$ cat src/core/hmi_pkg.sv
package hmi_pkg;

    // register indices
    localparam logic [7:0] OFS_CONFIG     = 8'h00;
    localparam logic [7:0] OFS_STAT_FAN   = 8'h01;
    localparam logic [7:0] OFS_STAT_VOLT  = 8'h02;
    localparam logic [7:0] OFS_STAT_TEMP  = 8'h03;
    localparam logic [7:0] OFS_SMASK_FAN  = 8'h04;
    localparam logic [7:0] OFS_SMASK_VOLT = 8'h05;
    localparam logic [7:0] OFS_SMASK_TEMP = 8'h06;
    localparam logic [7:0] OFS_IMASK_FAN  = 8'h07;
    localparam logic [7:0] OFS_IMASK_VOLT = 8'h08;
    localparam logic [7:0] OFS_IMASK_TEMP = 8'h09;
    localparam logic [7:0] OFS_IF_SEL     = 8'h0A;
    localparam logic [7:0] OFS_SMOOTH     = 8'h0B;

    // configuration fields
    localparam int CFG_INIT      = 7;
    localparam int CFG_VBAT      = 6;
    localparam int CFG_CASE_CLR  = 5;
    localparam int CFG_ONE       = 4;
    localparam int CFG_INT_CLEAR = 3;
    localparam int CFG_IRQ_EN    = 2;
    localparam int CFG_SMI_EN    = 1;
    localparam int CFG_START     = 0;

    // status / mask fields of the fan and case group and of the temperature group
    localparam int FAN5_BIT = 6;
    localparam int CASE_BIT = 4;
    localparam logic [7:0] FAN_CASE_USED = 8'h5F;
    localparam logic [7:0] TEMP_USED     = 8'h07;
    localparam int EXT_SENSOR_MASK_BIT  = 7;

    // interface select and smoothing fields
    localparam int IFS_EOC     = 7;
    localparam int IFS_SEL_LSB = 4;
    localparam int SMOOTH_LSB  = 6;

    // reset values
    localparam logic [7:0] RST_CONFIG     = 8'h18;
    localparam logic [7:0] RST_STATUS     = 8'h00;
    localparam logic [7:0] RST_MASK       = 8'h00;
    localparam logic [7:0] RST_IMASK_TEMP = 8'h80;
    localparam logic [7:0] RST_IF_SEL     = 8'h40;
    localparam logic [7:0] RST_SMOOTH     = 8'h09;

    // smoothing step rates
    localparam int CLK_HZ       = 40_000_000;
    localparam int STEP_HZ_1K   = 1000;
    localparam int STEP_HZ_256  = 256;
    localparam int STEP_HZ_64   = 64;
    localparam int STEP_HZ_16   = 16;
    localparam int STEP_CYC_1K  = CLK_HZ / STEP_HZ_1K;
    localparam int STEP_CYC_256 = CLK_HZ / STEP_HZ_256;
    localparam int STEP_CYC_64  = CLK_HZ / STEP_HZ_64;
    localparam int STEP_CYC_16  = CLK_HZ / STEP_HZ_16;

    typedef struct packed {
        logic [7:0] addr;
        logic [7:0] wdata;
        logic       write;
        logic       read;
    } hmi_bus_req_t;

    typedef struct packed {
        logic       fifthFan;
        logic       caseOpen;
        logic [3:0] fanFourToOne;
        logic [7:0] voltage;
        logic [2:0] temperature;
        logic       extSensor;
    } hmi_events_t;

endpackage

$ cat src/core/hmi_irq_control.sv
`timescale 1ns/1ps

// Contract
// - init bit resets registers, reads zero
// - bit 6 requests battery voltage refresh
// - writing bit 5 clears case-open latch
// - bit 4 reads one, ignores writes
// - interrupt-clear bit silences both outputs
// - bit 2 enables irq output
// - bit 1 enables system management output
// - bit 0 starts monitoring, zero standby
// - status registers clear after host read
// - fan and case events set status 1
// - voltage events set status 2 bits
// - temperature events set status 3 bits
// - mask 1 blocks fan/case from sysmgmt
// - mask 2 blocks voltage from sysmgmt
// - mask 3 blocks temperature from sysmgmt
// - irq mask 1 blocks fan/case
// - irq mask 2 blocks voltage
// - irq mask 3 blocks temperature, external sensor
// - bits 6-4 select external sensor interface
// - bits 7-6 select smoothing step rate
module hmi_irq_control
    import hmi_pkg::*;
#(
    parameter int STEP_CYCLES_1K  = STEP_CYC_1K,
    parameter int STEP_CYCLES_256 = STEP_CYC_256,
    parameter int STEP_CYCLES_64  = STEP_CYC_64,
    parameter int STEP_CYCLES_16  = STEP_CYC_16
)
(
    input  wire logic         clk_sys,
    input  wire logic         reset,
    input  wire hmi_bus_req_t busReq,
    output logic [7:0]        regRdData,
    input  wire hmi_events_t  events,
    output logic              sysMgmtIrq,
    output logic              irqOut,
    output logic              monitorStart,
    output logic              vbatUpdate,
    output logic              caseOpenLatch,
    output logic [2:0]        sensorIfSel,
    output logic              sensorIfActive,
    output logic              forcedEocPulse,
    output logic [1:0]        smoothRate,
    output logic              smoothStep
);

    function automatic logic hit(input logic [7:0] addr, input logic [7:0] ofs);
        hit = (addr == ofs);
    endfunction

    logic [7:0]  cfg;
    logic [7:0]  statFan;
    logic [7:0]  statVolt;
    logic [7:0]  statTemp;
    logic        extPending;
    logic [7:0]  smaskFan;
    logic [7:0]  smaskVolt;
    logic [7:0]  smaskTemp;
    logic [7:0]  imaskFan;
    logic [7:0]  imaskVolt;
    logic [7:0]  imaskTemp;
    logic [7:0]  ifSel;
    logic [1:0]  smooth;
    logic [21:0] stepCount;

    wire logic wr = busReq.write;
    wire logic rd = busReq.read;
    wire logic [7:0] wd = busReq.wdata;

    wire logic wrCfg   = wr && hit(busReq.addr, OFS_CONFIG);
    wire logic wrSFan  = wr && hit(busReq.addr, OFS_SMASK_FAN);
    wire logic wrSVolt = wr && hit(busReq.addr, OFS_SMASK_VOLT);
    wire logic wrSTemp = wr && hit(busReq.addr, OFS_SMASK_TEMP);
    wire logic wrIFan  = wr && hit(busReq.addr, OFS_IMASK_FAN);
    wire logic wrIVolt = wr && hit(busReq.addr, OFS_IMASK_VOLT);
    wire logic wrITemp = wr && hit(busReq.addr, OFS_IMASK_TEMP);
    wire logic wrIfSel = wr && hit(busReq.addr, OFS_IF_SEL);
    wire logic wrSmth  = wr && hit(busReq.addr, OFS_SMOOTH);
    wire logic rdFan   = rd && hit(busReq.addr, OFS_STAT_FAN);
    wire logic rdVolt  = rd && hit(busReq.addr, OFS_STAT_VOLT);
    wire logic rdTemp  = rd && hit(busReq.addr, OFS_STAT_TEMP);

    // init acts like reset for every register except regRdData, forcedEocPulse and the step divider; a one in bit 7 is never stored
    wire logic initReq = wrCfg && wd[CFG_INIT];
    wire logic clrAll  = reset || initReq;

    // config image: bit 7 and bit 5 read zero, bit 4 always one
    wire logic [7:0] cfgRead = {1'b0, cfg[CFG_VBAT], 1'b0, 1'b1,
                                cfg[3:0]};
    wire logic [7:0] next_cfg = wrCfg ? {1'b0, wd[CFG_VBAT], 1'b0, 1'b1, wd[3:0]}
                                      : cfg;

    // event vectors in register layout
    wire logic [7:0] fanEv  = {1'b0, events.fifthFan, 1'b0, events.caseOpen,
                               events.fanFourToOne};
    wire logic [7:0] voltEv = events.voltage;
    wire logic [7:0] tempEv = {5'h00, events.temperature};

    // set wins over the read clear so a coincident event is kept
    wire logic [7:0] next_statFan  = (rdFan  ? 8'h00 : statFan)  | fanEv;
    wire logic [7:0] next_statVolt = (rdVolt ? 8'h00 : statVolt) | voltEv;
    wire logic [7:0] next_statTemp = (rdTemp ? 8'h00 : statTemp) | tempEv;
    wire logic next_extPending = (rdTemp ? 1'b0 : extPending) | events.extSensor;

    wire logic next_caseLatch = (caseOpenLatch && !(wrCfg && wd[CFG_CASE_CLR]))
                                || events.caseOpen;

    // unmasked pending per output
    wire logic smiAny = |(statFan & FAN_CASE_USED & ~smaskFan)
                     || |(statVolt & ~smaskVolt)
                     || |(statTemp & TEMP_USED & ~smaskTemp);
    wire logic irqAny = |(statFan & FAN_CASE_USED & ~imaskFan)
                     || |(statVolt & ~imaskVolt)
                     || |(statTemp & TEMP_USED & ~imaskTemp)
                     || (extPending && !imaskTemp[EXT_SENSOR_MASK_BIT]);
    wire logic next_smi = cfg[CFG_SMI_EN] && !cfg[CFG_INT_CLEAR] && smiAny;
    wire logic next_irq = cfg[CFG_IRQ_EN] && !cfg[CFG_INT_CLEAR] && irqAny;

    // forced end of conversion fires when the host drops the bit it raised
    wire logic next_eoc = wrIfSel && ifSel[IFS_EOC] && !wd[IFS_EOC];
    wire logic [7:0] next_ifSel = wrIfSel ? {wd[7:4], 4'h0} : ifSel;
    wire logic [2:0] selField = next_ifSel[IFS_SEL_LSB +: 3];

    // read mux, unmapped indices read zero
    logic [7:0] rdMux;
    always_comb
    begin
        if (hit(busReq.addr, OFS_CONFIG))          rdMux = cfgRead;
        else if (hit(busReq.addr, OFS_STAT_FAN))   rdMux = statFan & FAN_CASE_USED;
        else if (hit(busReq.addr, OFS_STAT_VOLT))  rdMux = statVolt;
        else if (hit(busReq.addr, OFS_STAT_TEMP))  rdMux = statTemp & TEMP_USED;
        else if (hit(busReq.addr, OFS_SMASK_FAN))  rdMux = smaskFan;
        else if (hit(busReq.addr, OFS_SMASK_VOLT)) rdMux = smaskVolt;
        else if (hit(busReq.addr, OFS_SMASK_TEMP)) rdMux = smaskTemp;
        else if (hit(busReq.addr, OFS_IMASK_FAN))  rdMux = imaskFan;
        else if (hit(busReq.addr, OFS_IMASK_VOLT)) rdMux = imaskVolt;
        else if (hit(busReq.addr, OFS_IMASK_TEMP)) rdMux = imaskTemp;
        else if (hit(busReq.addr, OFS_IF_SEL))     rdMux = ifSel;
        else if (hit(busReq.addr, OFS_SMOOTH))     rdMux = {smooth, RST_SMOOTH[5:0]};
        else                                       rdMux = 8'h00;
    end

    // smoothing step divider; period follows the selected rate
    logic [21:0] stepLimit;
    always_comb
    begin
        case (smooth)
            2'b00:   stepLimit = 22'(STEP_CYCLES_1K - 1);
            2'b01:   stepLimit = 22'(STEP_CYCLES_256 - 1);
            2'b10:   stepLimit = 22'(STEP_CYCLES_64 - 1);
            default: stepLimit = 22'(STEP_CYCLES_16 - 1);
        endcase
    end
    // a rate change restarts the count so a shorter period never waits a long one out
    wire logic stepWrap = (stepCount >= stepLimit) || wrSmth;

    always_ff @(posedge clk_sys)
    begin
        regRdData <= rd ? rdMux : 8'h00;
        forcedEocPulse <= reset ? 1'b0 : next_eoc;
        smoothStep <= reset ? 1'b0 : (stepCount >= stepLimit);
        stepCount <= (reset || stepWrap) ? 22'h000000 : stepCount + 22'h000001;
    end

    // every register from here on takes the same clear, so init and reset can never disagree on them
    always_ff @(posedge clk_sys)
    begin
        if (clrAll)
        begin
            cfg <= RST_CONFIG;
        end
        else
        begin
            cfg <= next_cfg;
        end
    end

    // status keeps collecting while the outputs are silenced
    always_ff @(posedge clk_sys)
    begin
        if (clrAll)
        begin
            statFan <= RST_STATUS;
        end
        else
        begin
            statFan <= next_statFan;
        end
    end

    always_ff @(posedge clk_sys)
    begin
        if (clrAll)
        begin
            statVolt <= RST_STATUS;
        end
        else
        begin
            statVolt <= next_statVolt;
        end
    end

    always_ff @(posedge clk_sys)
    begin
        if (clrAll)
        begin
            statTemp <= RST_STATUS;
        end
        else
        begin
            statTemp <= next_statTemp;
        end
    end

    always_ff @(posedge clk_sys)
    begin
        if (clrAll)
        begin
            extPending <= 1'b0;
        end
        else
        begin
            extPending <= next_extPending;
        end
    end

    always_ff @(posedge clk_sys)
    begin
        if (clrAll)
        begin
            smaskFan <= RST_MASK;
        end
        else if (wrSFan)
        begin
            smaskFan <= wd;
        end
    end

    always_ff @(posedge clk_sys)
    begin
        if (clrAll)
        begin
            smaskVolt <= RST_MASK;
        end
        else if (wrSVolt)
        begin
            smaskVolt <= wd;
        end
    end

    always_ff @(posedge clk_sys)
    begin
        if (clrAll)
        begin
            smaskTemp <= RST_MASK;
        end
        else if (wrSTemp)
        begin
            smaskTemp <= wd;
        end
    end

    always_ff @(posedge clk_sys)
    begin
        if (clrAll)
        begin
            imaskFan <= RST_MASK;
        end
        else if (wrIFan)
        begin
            imaskFan <= wd;
        end
    end

    always_ff @(posedge clk_sys)
    begin
        if (clrAll)
        begin
            imaskVolt <= RST_MASK;
        end
        else if (wrIVolt)
        begin
            imaskVolt <= wd;
        end
    end

    always_ff @(posedge clk_sys)
    begin
        if (clrAll)
        begin
            imaskTemp <= RST_IMASK_TEMP;
        end
        else if (wrITemp)
        begin
            imaskTemp <= wd;
        end
    end

    always_ff @(posedge clk_sys)
    begin
        if (clrAll)
        begin
            ifSel <= RST_IF_SEL;
        end
        else
        begin
            ifSel <= next_ifSel;
        end
    end

    // the rate output is a copy of the stored field so it leaves a flip-flop
    always_ff @(posedge clk_sys)
    begin
        if (clrAll)
        begin
            smooth     <= RST_SMOOTH[SMOOTH_LSB +: 2];
            smoothRate <= RST_SMOOTH[SMOOTH_LSB +: 2];
        end
        else if (wrSmth)
        begin
            smooth     <= wd[SMOOTH_LSB +: 2];
            smoothRate <= wd[SMOOTH_LSB +: 2];
        end
    end

    always_ff @(posedge clk_sys)
    begin
        if (clrAll)
        begin
            caseOpenLatch <= 1'b0;
        end
        else
        begin
            caseOpenLatch <= next_caseLatch;
        end
    end

    always_ff @(posedge clk_sys)
    begin
        if (clrAll)
        begin
            sysMgmtIrq <= 1'b0;
            irqOut     <= 1'b0;
        end
        else
        begin
            sysMgmtIrq <= next_smi;
            irqOut     <= next_irq;
        end
    end

    always_ff @(posedge clk_sys)
    begin
        if (clrAll)
        begin
            monitorStart <= RST_CONFIG[CFG_START];
            vbatUpdate   <= RST_CONFIG[CFG_VBAT];
        end
        else
        begin
            monitorStart <= next_cfg[CFG_START];
            vbatUpdate   <= next_cfg[CFG_VBAT];
        end
    end

    always_ff @(posedge clk_sys)
    begin
        if (clrAll)
        begin
            sensorIfSel    <= RST_IF_SEL[IFS_SEL_LSB +: 3];
            sensorIfActive <= RST_IF_SEL[IFS_SEL_LSB + 2];
        end
        else
        begin
            sensorIfSel    <= selField;
            // only the 1xx codes name a protocol; 000 and reserved codes stay idle
            sensorIfActive <= selField[2];
        end
    end

endmodule

$ cat config.mk
export PLATFORM = sky130hd
export DESIGN_NAME = hmi_irq_control
export DESIGN_NICKNAME = d
export VERILOG_FILES = /design/src/core/hmi_pkg.sv /design/src/core/hmi_irq_control.sv
export SDC_FILE = /design/constraint.sdc
export NUM_CORES = 1
export LEC_CHECK = 0
export BUFFER_PORTS_ARGS = -buffer_cell sky130_fd_sc_hd__buf_2
export CAP_MARGIN = 10
export CORE_ASPECT_RATIO = 1.25
export CORE_MARGIN = 2
export CORE_UTILIZATION = 60
export DETAILED_ROUTE_END_ITERATION = 16
export PLACE_DENSITY = 0.85
export SYNTH_ARGS = -nofsm -noshare
export SYNTH_HDL_FRONTEND = slang
export SYNTH_SLANG_ARGS = --single-unit
export TNS_END_PERCENT = 20
$ cat constraint.sdc
create_clock -name clk_sys -period 6.9 [get_ports clk_sys]
set_clock_uncertainty 0.15 [all_clocks]
set_input_delay 1.38 -clock clk_sys [delete_from_list [all_inputs] [get_ports clk_sys]]
set_output_delay 1.38 -clock clk_sys [all_outputs]
set_load 0.1 [all_outputs]
==> flow_summary.ini, run 1 <==
[status]
status = complete, no violations

[logic_synthesis]
synth.area.top_cells = dfxtp_1 (40%), mux2i_1 (12%), nor2_1 (6.4%), ha_1 (6.0%), a21oi_1 (3.4%)
synthFlopType = dfxtp_1
synth_most_common_cell = dfxtp_1
syn_avg_cell_area_um2 = 8.93
async_reset_ff_share_pct = 0
synth_common_cells = dfxtp_1 (112), nor2_1 (96), mux2i_1 (67)
synth_edf_count = 0
ys_seq_area_share_pct = 39.7
synth_nets = 697
synth.distinct_cells = 64
syn_inst = 632
yosysTopAreaCellShare_pct = 39.7
ys_seq_elements = 112
yosys.area.top_type = dfxtp_1
yosysWarnings = 0
synth_area_mm2 = 0.00564

[critical_path]
criticalPathCategory = input pin to register
arrival_ps = 3980
crit_fanout = 77
slowest_stage = nor4_4
cp_top_family = simple AND/OR/NAND/NOR gates
start_kind = input pin
cp_num_buf_inv = 1
required_ps = 6950
cp_slowest_stage_delay_ps = 840
path_cells = buf_2 -> or4_1 -> nor4_4 -> a21o_4 -> nor2_1
endpoint_kind = register

[min_path]
hp-class = register to register

[clock_tree]
cts_tree = built
cts-root-buf = clkbuf_16
clockBufferDepth = 2
clock_latency_ps = 360
cts_hold_buf = 0
cts_resized = 0
path_clk_slew_ps = 70
h-tree-depth = 3
cts_inserted_buffers = 9
clock_sinks = 112
cts_setup_buffers = 0

[floorplan]
die_h_um = 112
initial_core_util_pct = 61.8
core_mm2 = 0.00913
num_rows = 39
ios = 59
die_w_um = 90.7
die-area_mm2 = 0.0102

[cells_and_area]
layout-drive-gt1-share_pct = 13.2
antennaDiodeCount = 0
area_growth_pct = 10.1
fin_nets = 732

[timing]
slew_violations = 0
finalCritPeriodShare_pct = 56.9
rsz0062_at_grt = no
setup_viol = 0
tightest_slew_ps = 958
period_needed_ps = 3930
holdWs_ps = 321
finalSetupTns_ps = 0
slew_headroom_pct = 35.6
hold_violations = 0
fmaxAchievable_mhz = 254

[detailed_routing]
drc = 0
drt_iter0_markers = 446
top_layer = met4
vias_per_cell = 6.31
vias = 5017
routed_wirelength_um = 16200
wl_per_cell_um = 20.4
ant_nets = 0
wl_met2_um = 8090
wl_met3_um = 1060
drt-met1-wl_um = 6030
first_pass_iters = 6

[global_route]
gr-usage-all-layers_pct = 32.5
grt-ovfl-total = 0
grt_max_degree = 78
antenna_found_initial = 0
grt_pass1_vias = 4940
grt_pass1_wl_um = 25900

[power]
max-vdd-ir-drop_mv = 0.145
powerDensity_mw_per_mm2 = 208
p_leak_nw = 2.74

[placed_design]
numPortBuffers = 58
gp_congestion = 0.946
hpwl_um = 11900

[flow_run]
max_cap_viol_count = 0
## power breakdown
group          switching [W]  leakage, nW  internal [W]
combinational      0.0000618         1.69     0.0000312
sequential         0.0000126        0.909      0.000656
clock               0.000245        0.143      0.000285
total               0.000319         2.74      0.000972
## kinds of logic after synthesis
kind of cell / after synthesis / share of synthesized area, %
flip-flops: 112 / 39.7
adder cells (fa/ha/maj): 27 / 5.99
AND/OR/NAND/NOR: 225 / 19.3
XOR/XNOR: 20 / 3.10
multiplexers: 72 / 13.7
buffers and inverters: 66 / 5.34
AO/OA/AOI/OAI: 110 / 12.8
## placed cells by master, fill, tap and decap left out, drive strengths merged, types with 9 or more instances in the layout
cell type and instances:
ha 27, buf 60, dfxtp 112, o22ai 13
nand3 22, nand2 24, inv 33, clkbuf 9
a21oi 38, xor2 12, nand4 11, nor2 98
nand2b 10, o21ai 15, mux2i 67, nor3 27
## registers in the layout, summed over array words and instances, names as in the netlist
register        count
smooth              2
forcedEocPulse      1
smaskTemp           8
stepCount          22
caseOpenLatch       1
imaskVolt           8
regRdData           8
imaskFan            8
smaskFan            8
statFan             6
statVolt            8
imaskTemp           8
smaskVolt           8
ifSel               4
irqOut              1
cfg                 5
sysMgmtIrq          1
smoothStep          1
statTemp            3
extPending          1
## path summary, 6_finish.rpt
path / from / endpoint / slack, ps / depth (start not counted)
max: busReq[15] / statTemp[1] / 2970 / 5
min: cfg[1] / sysMgmtIrq / 320 / 2
max reg2reg: smooth[0] / stepCount[13] / 3290 / 9
min reg2reg: cfg[1] / sysMgmtIrq / 320 / 2
## routing by layer
metal / global-route usage [%] / vias to the layer above
met5: 0 / -
li1: - / 2331
met4: 20.0 / 0
met3: 5.84 / 74
met1: 36.8 / 2378
met2: 56.7 / 234
## per-stage QoR
step                      std cells  instance area [um^2]  total power [W]  worst slack, ps  util [%]
after floorplan                 632                  5640         0.000742             3600         -
after global placement          779                  5910         0.000771             2760      64.8
after detailed placement        779                  5910         0.000774             2680      64.8
after CTS                       795                  6210          0.00129             3030      68.1
after global routing            795                  6210          0.00133             2880      68.1
final                           795                  6210          0.00129             2970      68.1
## area by class of cell
type                    count  area, um^2
multi-input cells         454        3100
flip-flops and latches    112        2240
clock inverters             7        76.3
repair buffers             60         305
clock buffers               9         225
inverters                  30         113
well taps                 123         154
fillers                   733        2910
## tightest hold or removal path, cell delays in order (launching register included)
cell       delay (ps)
dfxtp_1           330
inv_1              50
a2111oi_0          50
Note: power is estimated with default switching activity, not from simulation.
==> inputs of run 2 (changes only) <==
--- a/config.mk
+++ b/config.mk
@@ -5,13 +5,14 @@
 export SDC_FILE = /design/constraint.sdc
 export NUM_CORES = 1
 export LEC_CHECK = 0
+export ABC_AREA = 1
 export BUFFER_PORTS_ARGS = -buffer_cell sky130_fd_sc_hd__buf_2
 export CAP_MARGIN = 10
 export CORE_ASPECT_RATIO = 1.25
 export CORE_MARGIN = 2
-export CORE_UTILIZATION = 60
+export CORE_UTILIZATION = 59
 export DETAILED_ROUTE_END_ITERATION = 16
-export PLACE_DENSITY = 0.85
+export PLACE_DENSITY = 0.84
 export SYNTH_ARGS = -nofsm -noshare
 export SYNTH_HDL_FRONTEND = slang
 export SYNTH_SLANG_ARGS = --single-unit
==> constraint.sdc (replaced) <==
create_clock -name clk_sys -period 3.7 [get_ports clk_sys]
set_clock_uncertainty 0.15 [all_clocks]
set_input_delay 0.74 -clock clk_sys [delete_from_list [all_inputs] [get_ports clk_sys]]
set_output_delay 0.74 -clock clk_sys [all_outputs]
set_load 0.1 [all_outputs]
==> run 2 against run 1 <==
Compared with the run above:
- clock power up 91%
- global-route usage up 0.11 points
- critical path depth up 6
- power grew 86%
- sequential share of layout area fell by 0.17 points
- hold slack got worse by 0.53 ps
- critical path type is now register to register
==> flow_summary.ini, run 2 <==
[power]
switching_share_pct = 24.4
max-vdd-ir-drop_mv = 0.293
seqPwrFrac_pct = 51.6
pwr-share-clk_pct = 42.1
powerDensity_mw_per_mm2 = 386
intPower_w = 0.00182
p_leak_nw = 2.55
switchingPower_w = 0.000587
fin_total_pwr_w = 0.00241
comb_power_share_pct = 6.3

[global_route]
grt_pass1_vias = 5448
grt_pass1_wl_um = 26200
grt-ovfl-total = 0
grt_use_met1_pct = 36.5
gr-usage-all-layers_pct = 32.6
antenna_found_initial = 0
grt_busiest_layer = met2
use_met2_pct = 56.0
grt_use_met3_pct = 5.03
grt_max_degree = 68

[logic_synthesis]
syn_inst = 785
ys_seq_area_share_pct = 40.2
synth_common_cells = nand2_1 (207), dfxtp_1 (112), a21oi_1 (93)
synth.area.top_cells = dfxtp_1 (40%), nand2_1 (14%), a21oi_1 (8.4%), ha_1 (6.1%), inv_1 (5.9%)
ys_seq_elements = 112
synth_area_mm2 = 0.00557
synth.distinct_cells = 33
yosysTopAreaCellShare_pct = 40.2
synthFlopType = dfxtp_1
syn_avg_cell_area_um2 = 7.10
synth_most_common_cell = nand2_1
yosys.area.top_type = dfxtp_1
synth_edf_count = 0
async_reset_ff_share_pct = 0
synth_nets = 850
yosysWarnings = 0

[detailed_routing]
routed_wirelength_um = 16300
vias = 5497
ant_nets = 0
first_pass_iters = 5
drt_iter0_markers = 494
vias_per_cell = 5.70
drc = 0
wl_per_cell_um = 16.9

[floorplan]
die_w_um = 90.9
initial_core_util_pct = 60.7
ios = 59
die_h_um = 113
num_rows = 39
die-area_mm2 = 0.0102
core_mm2 = 0.00917

[timing]
setup_viol = 0
rsz0062_at_grt = no
hold_violations = 0
fmaxAchievable_mhz = 329
period_needed_ps = 3040
finalCritPeriodShare_pct = 82.1
tightest_slew_ps = 797
slew_violations = 0
slew_headroom_pct = 46.7
finalSetupTns_ps = 0

[clock_tree]
cts_setup_buffers = 0
cts_tree = built
h-tree-depth = 3
clockBufferDepth = 2
cts_resized = 0
clock_latency_ps = 350
cts-root-buf = clkbuf_16
clock_sinks = 112
cts_hold_buf = 0
cts_inserted_buffers = 9
path_clk_slew_ps = 80

[cells_and_area]
area_growth_pct = 12.1
utilization_pct = 68.1
layout-drive-gt1-share_pct = 13.2
layout_commonest_cell = nand2_1
fillCellCount = 828
largest_reg_flops = 22
top_register = stepCount
layout_common_cells = nand2_1 (207), dfxtp_1 (112), a21oi_1 (93)
fin_nets = 902
antennaDiodeCount = 0

[flow_run]
max_cap_viol_count = 0

[critical_path]
path_cells = inv_1 -> ha_1 -> o21bai_1 -> ha_1 -> a21oi_1 -> o21ai_0 -> a21oi_1 -> nand3_1 -> nor2_1 -> nand2_1 -> nor2_1
required_ps = 3820
endpoint_kind = register
r2r_slack_ps = 660
slowest_stage = dfxtp_1
cp_num_buf_inv = 1
worst-r2r-cell-count = 11
cp_top_family = simple AND/OR/NAND/NOR gates
r2r-end = stepCount[16]
cp_slowest_stage_delay_ps = 460
r2r_start = smooth[0]
crit_fanout = 22
start_kind = register
criticalPathCategory = register to register
arrival_ps = 3150

[min_path]
hold_depth = 2
hp-class = register to register
hp-start = smaskTemp[7]
worstHoldEndpoint = smaskTemp[7]

[placed_design]
hpwl_um = 12600
numPortBuffers = 58
gp_congestion = 0.973

[status]
status = complete, no violations
run 2: changes by cell type in the layout (fill, tap and decap cells not counted), sizes merged, moves of 10 or more:
cell    before  now
a21oi       38   93
inv         33   99
mux2i       67    0
nand2       24  211
nand2b      10    0
nor3        27   15
run 2: routing by layer:
| metal | part of all wire (%) | up-vias | wire [um] |
|---|---|---|---|
| li1 | - | 2629 | - |
| met1 | 36 | 2514 | 5940 |
| met2 | 49 | 266 | 8020 |
| met3 | 7.5 | 88 | 1230 |
| met4 | 6.9 | 0 | 1120 |
| met5 | 0 | - | 0 |
run 2: power groups by stage:
stage | clock network [W] | registers [W] | logic, W
3_3_place_gp | 0 | 0.00127 | 0.000146
4_1_cts | 0.00103 | 0.00124 | 0.000149
3_5_place_dp | 0 | 0.00127 | 0.000149
2_1_floorplan | 0 | 0.00127 | 0.0000827
5_1_grt | 0.00107 | 0.00124 | 0.000166
6_report | 0.00101 | 0.00124 | 0.000152
run 2: stage by stage:
step / area (um^2) / std cells / hold slack, ps / worst slack (ps)
global route: 6240 / 965 / 338 / 445
global placement: 5930 / 949 / 299 / 892
CTS: 6240 / 965 / 319 / 739
finish: 6240 / 965 / 320 / 664
detailed placement: 5930 / 949 / 308 / 773
floorplan: 5570 / 785 / 280 / 711
run 2: how the worst max path moves through the flow:
stage / startpoint / cells after the start / end / slack (ps)
global route: smooth[0] / 13 / stepCount[19] / 440
finish: smooth[0] / 11 / stepCount[16] / 660
global placement: busReq[14] / 11 / cfg[3] / 890
floorplan: smooth[0] / 14 / stepCount[10] / 710
detailed placement: smooth[0] / 11 / stepCount[9] / 770
CTS: smooth[0] / 11 / stepCount[7] / 740
run 2: logic make-up (layout without fill, tap and decap cells):
logic type / Yosys count / in the layout / share of synthesized area [%]
AO/OA/AOI/OAI: 135 / 135 / 13.0
AND/OR/NAND/NOR: 376 / 376 / 29.1
buffers and inverters: 116 / 173 / 8.64
XOR/XNOR: 19 / 19 / 2.99
adder cells (fa/ha/maj): 27 / 27 / 6.06
flip-flops: 112 / 112 / 40.2
run 2: cell type report:
class / instances / area, um^2 / area share, %
Inverter: 98 / 368 / 5.89
Multi-Input combinational cell: 557 / 2860 / 45.7
Tap cell: 123 / 154 / 2.46
Timing Repair Buffer: 59 / 310 / 4.97
Clock buffer: 10 / 239 / 3.83
Sequential cell: 112 / 2240 / 35.9
Clock inverter: 6 / 75.1 / 1.20
run 2: worst register-to-register path: stages (launching register included):
cell and delay [ps]:
dfxtp_1 460, inv_1 120, ha_1 240, o21bai_1 300, ha_1 320, a21oi_1 130, o21ai_0 100, a21oi_1 160
nand3_1 120, nor2_1 100, nand2_1 460, nor2_1 280
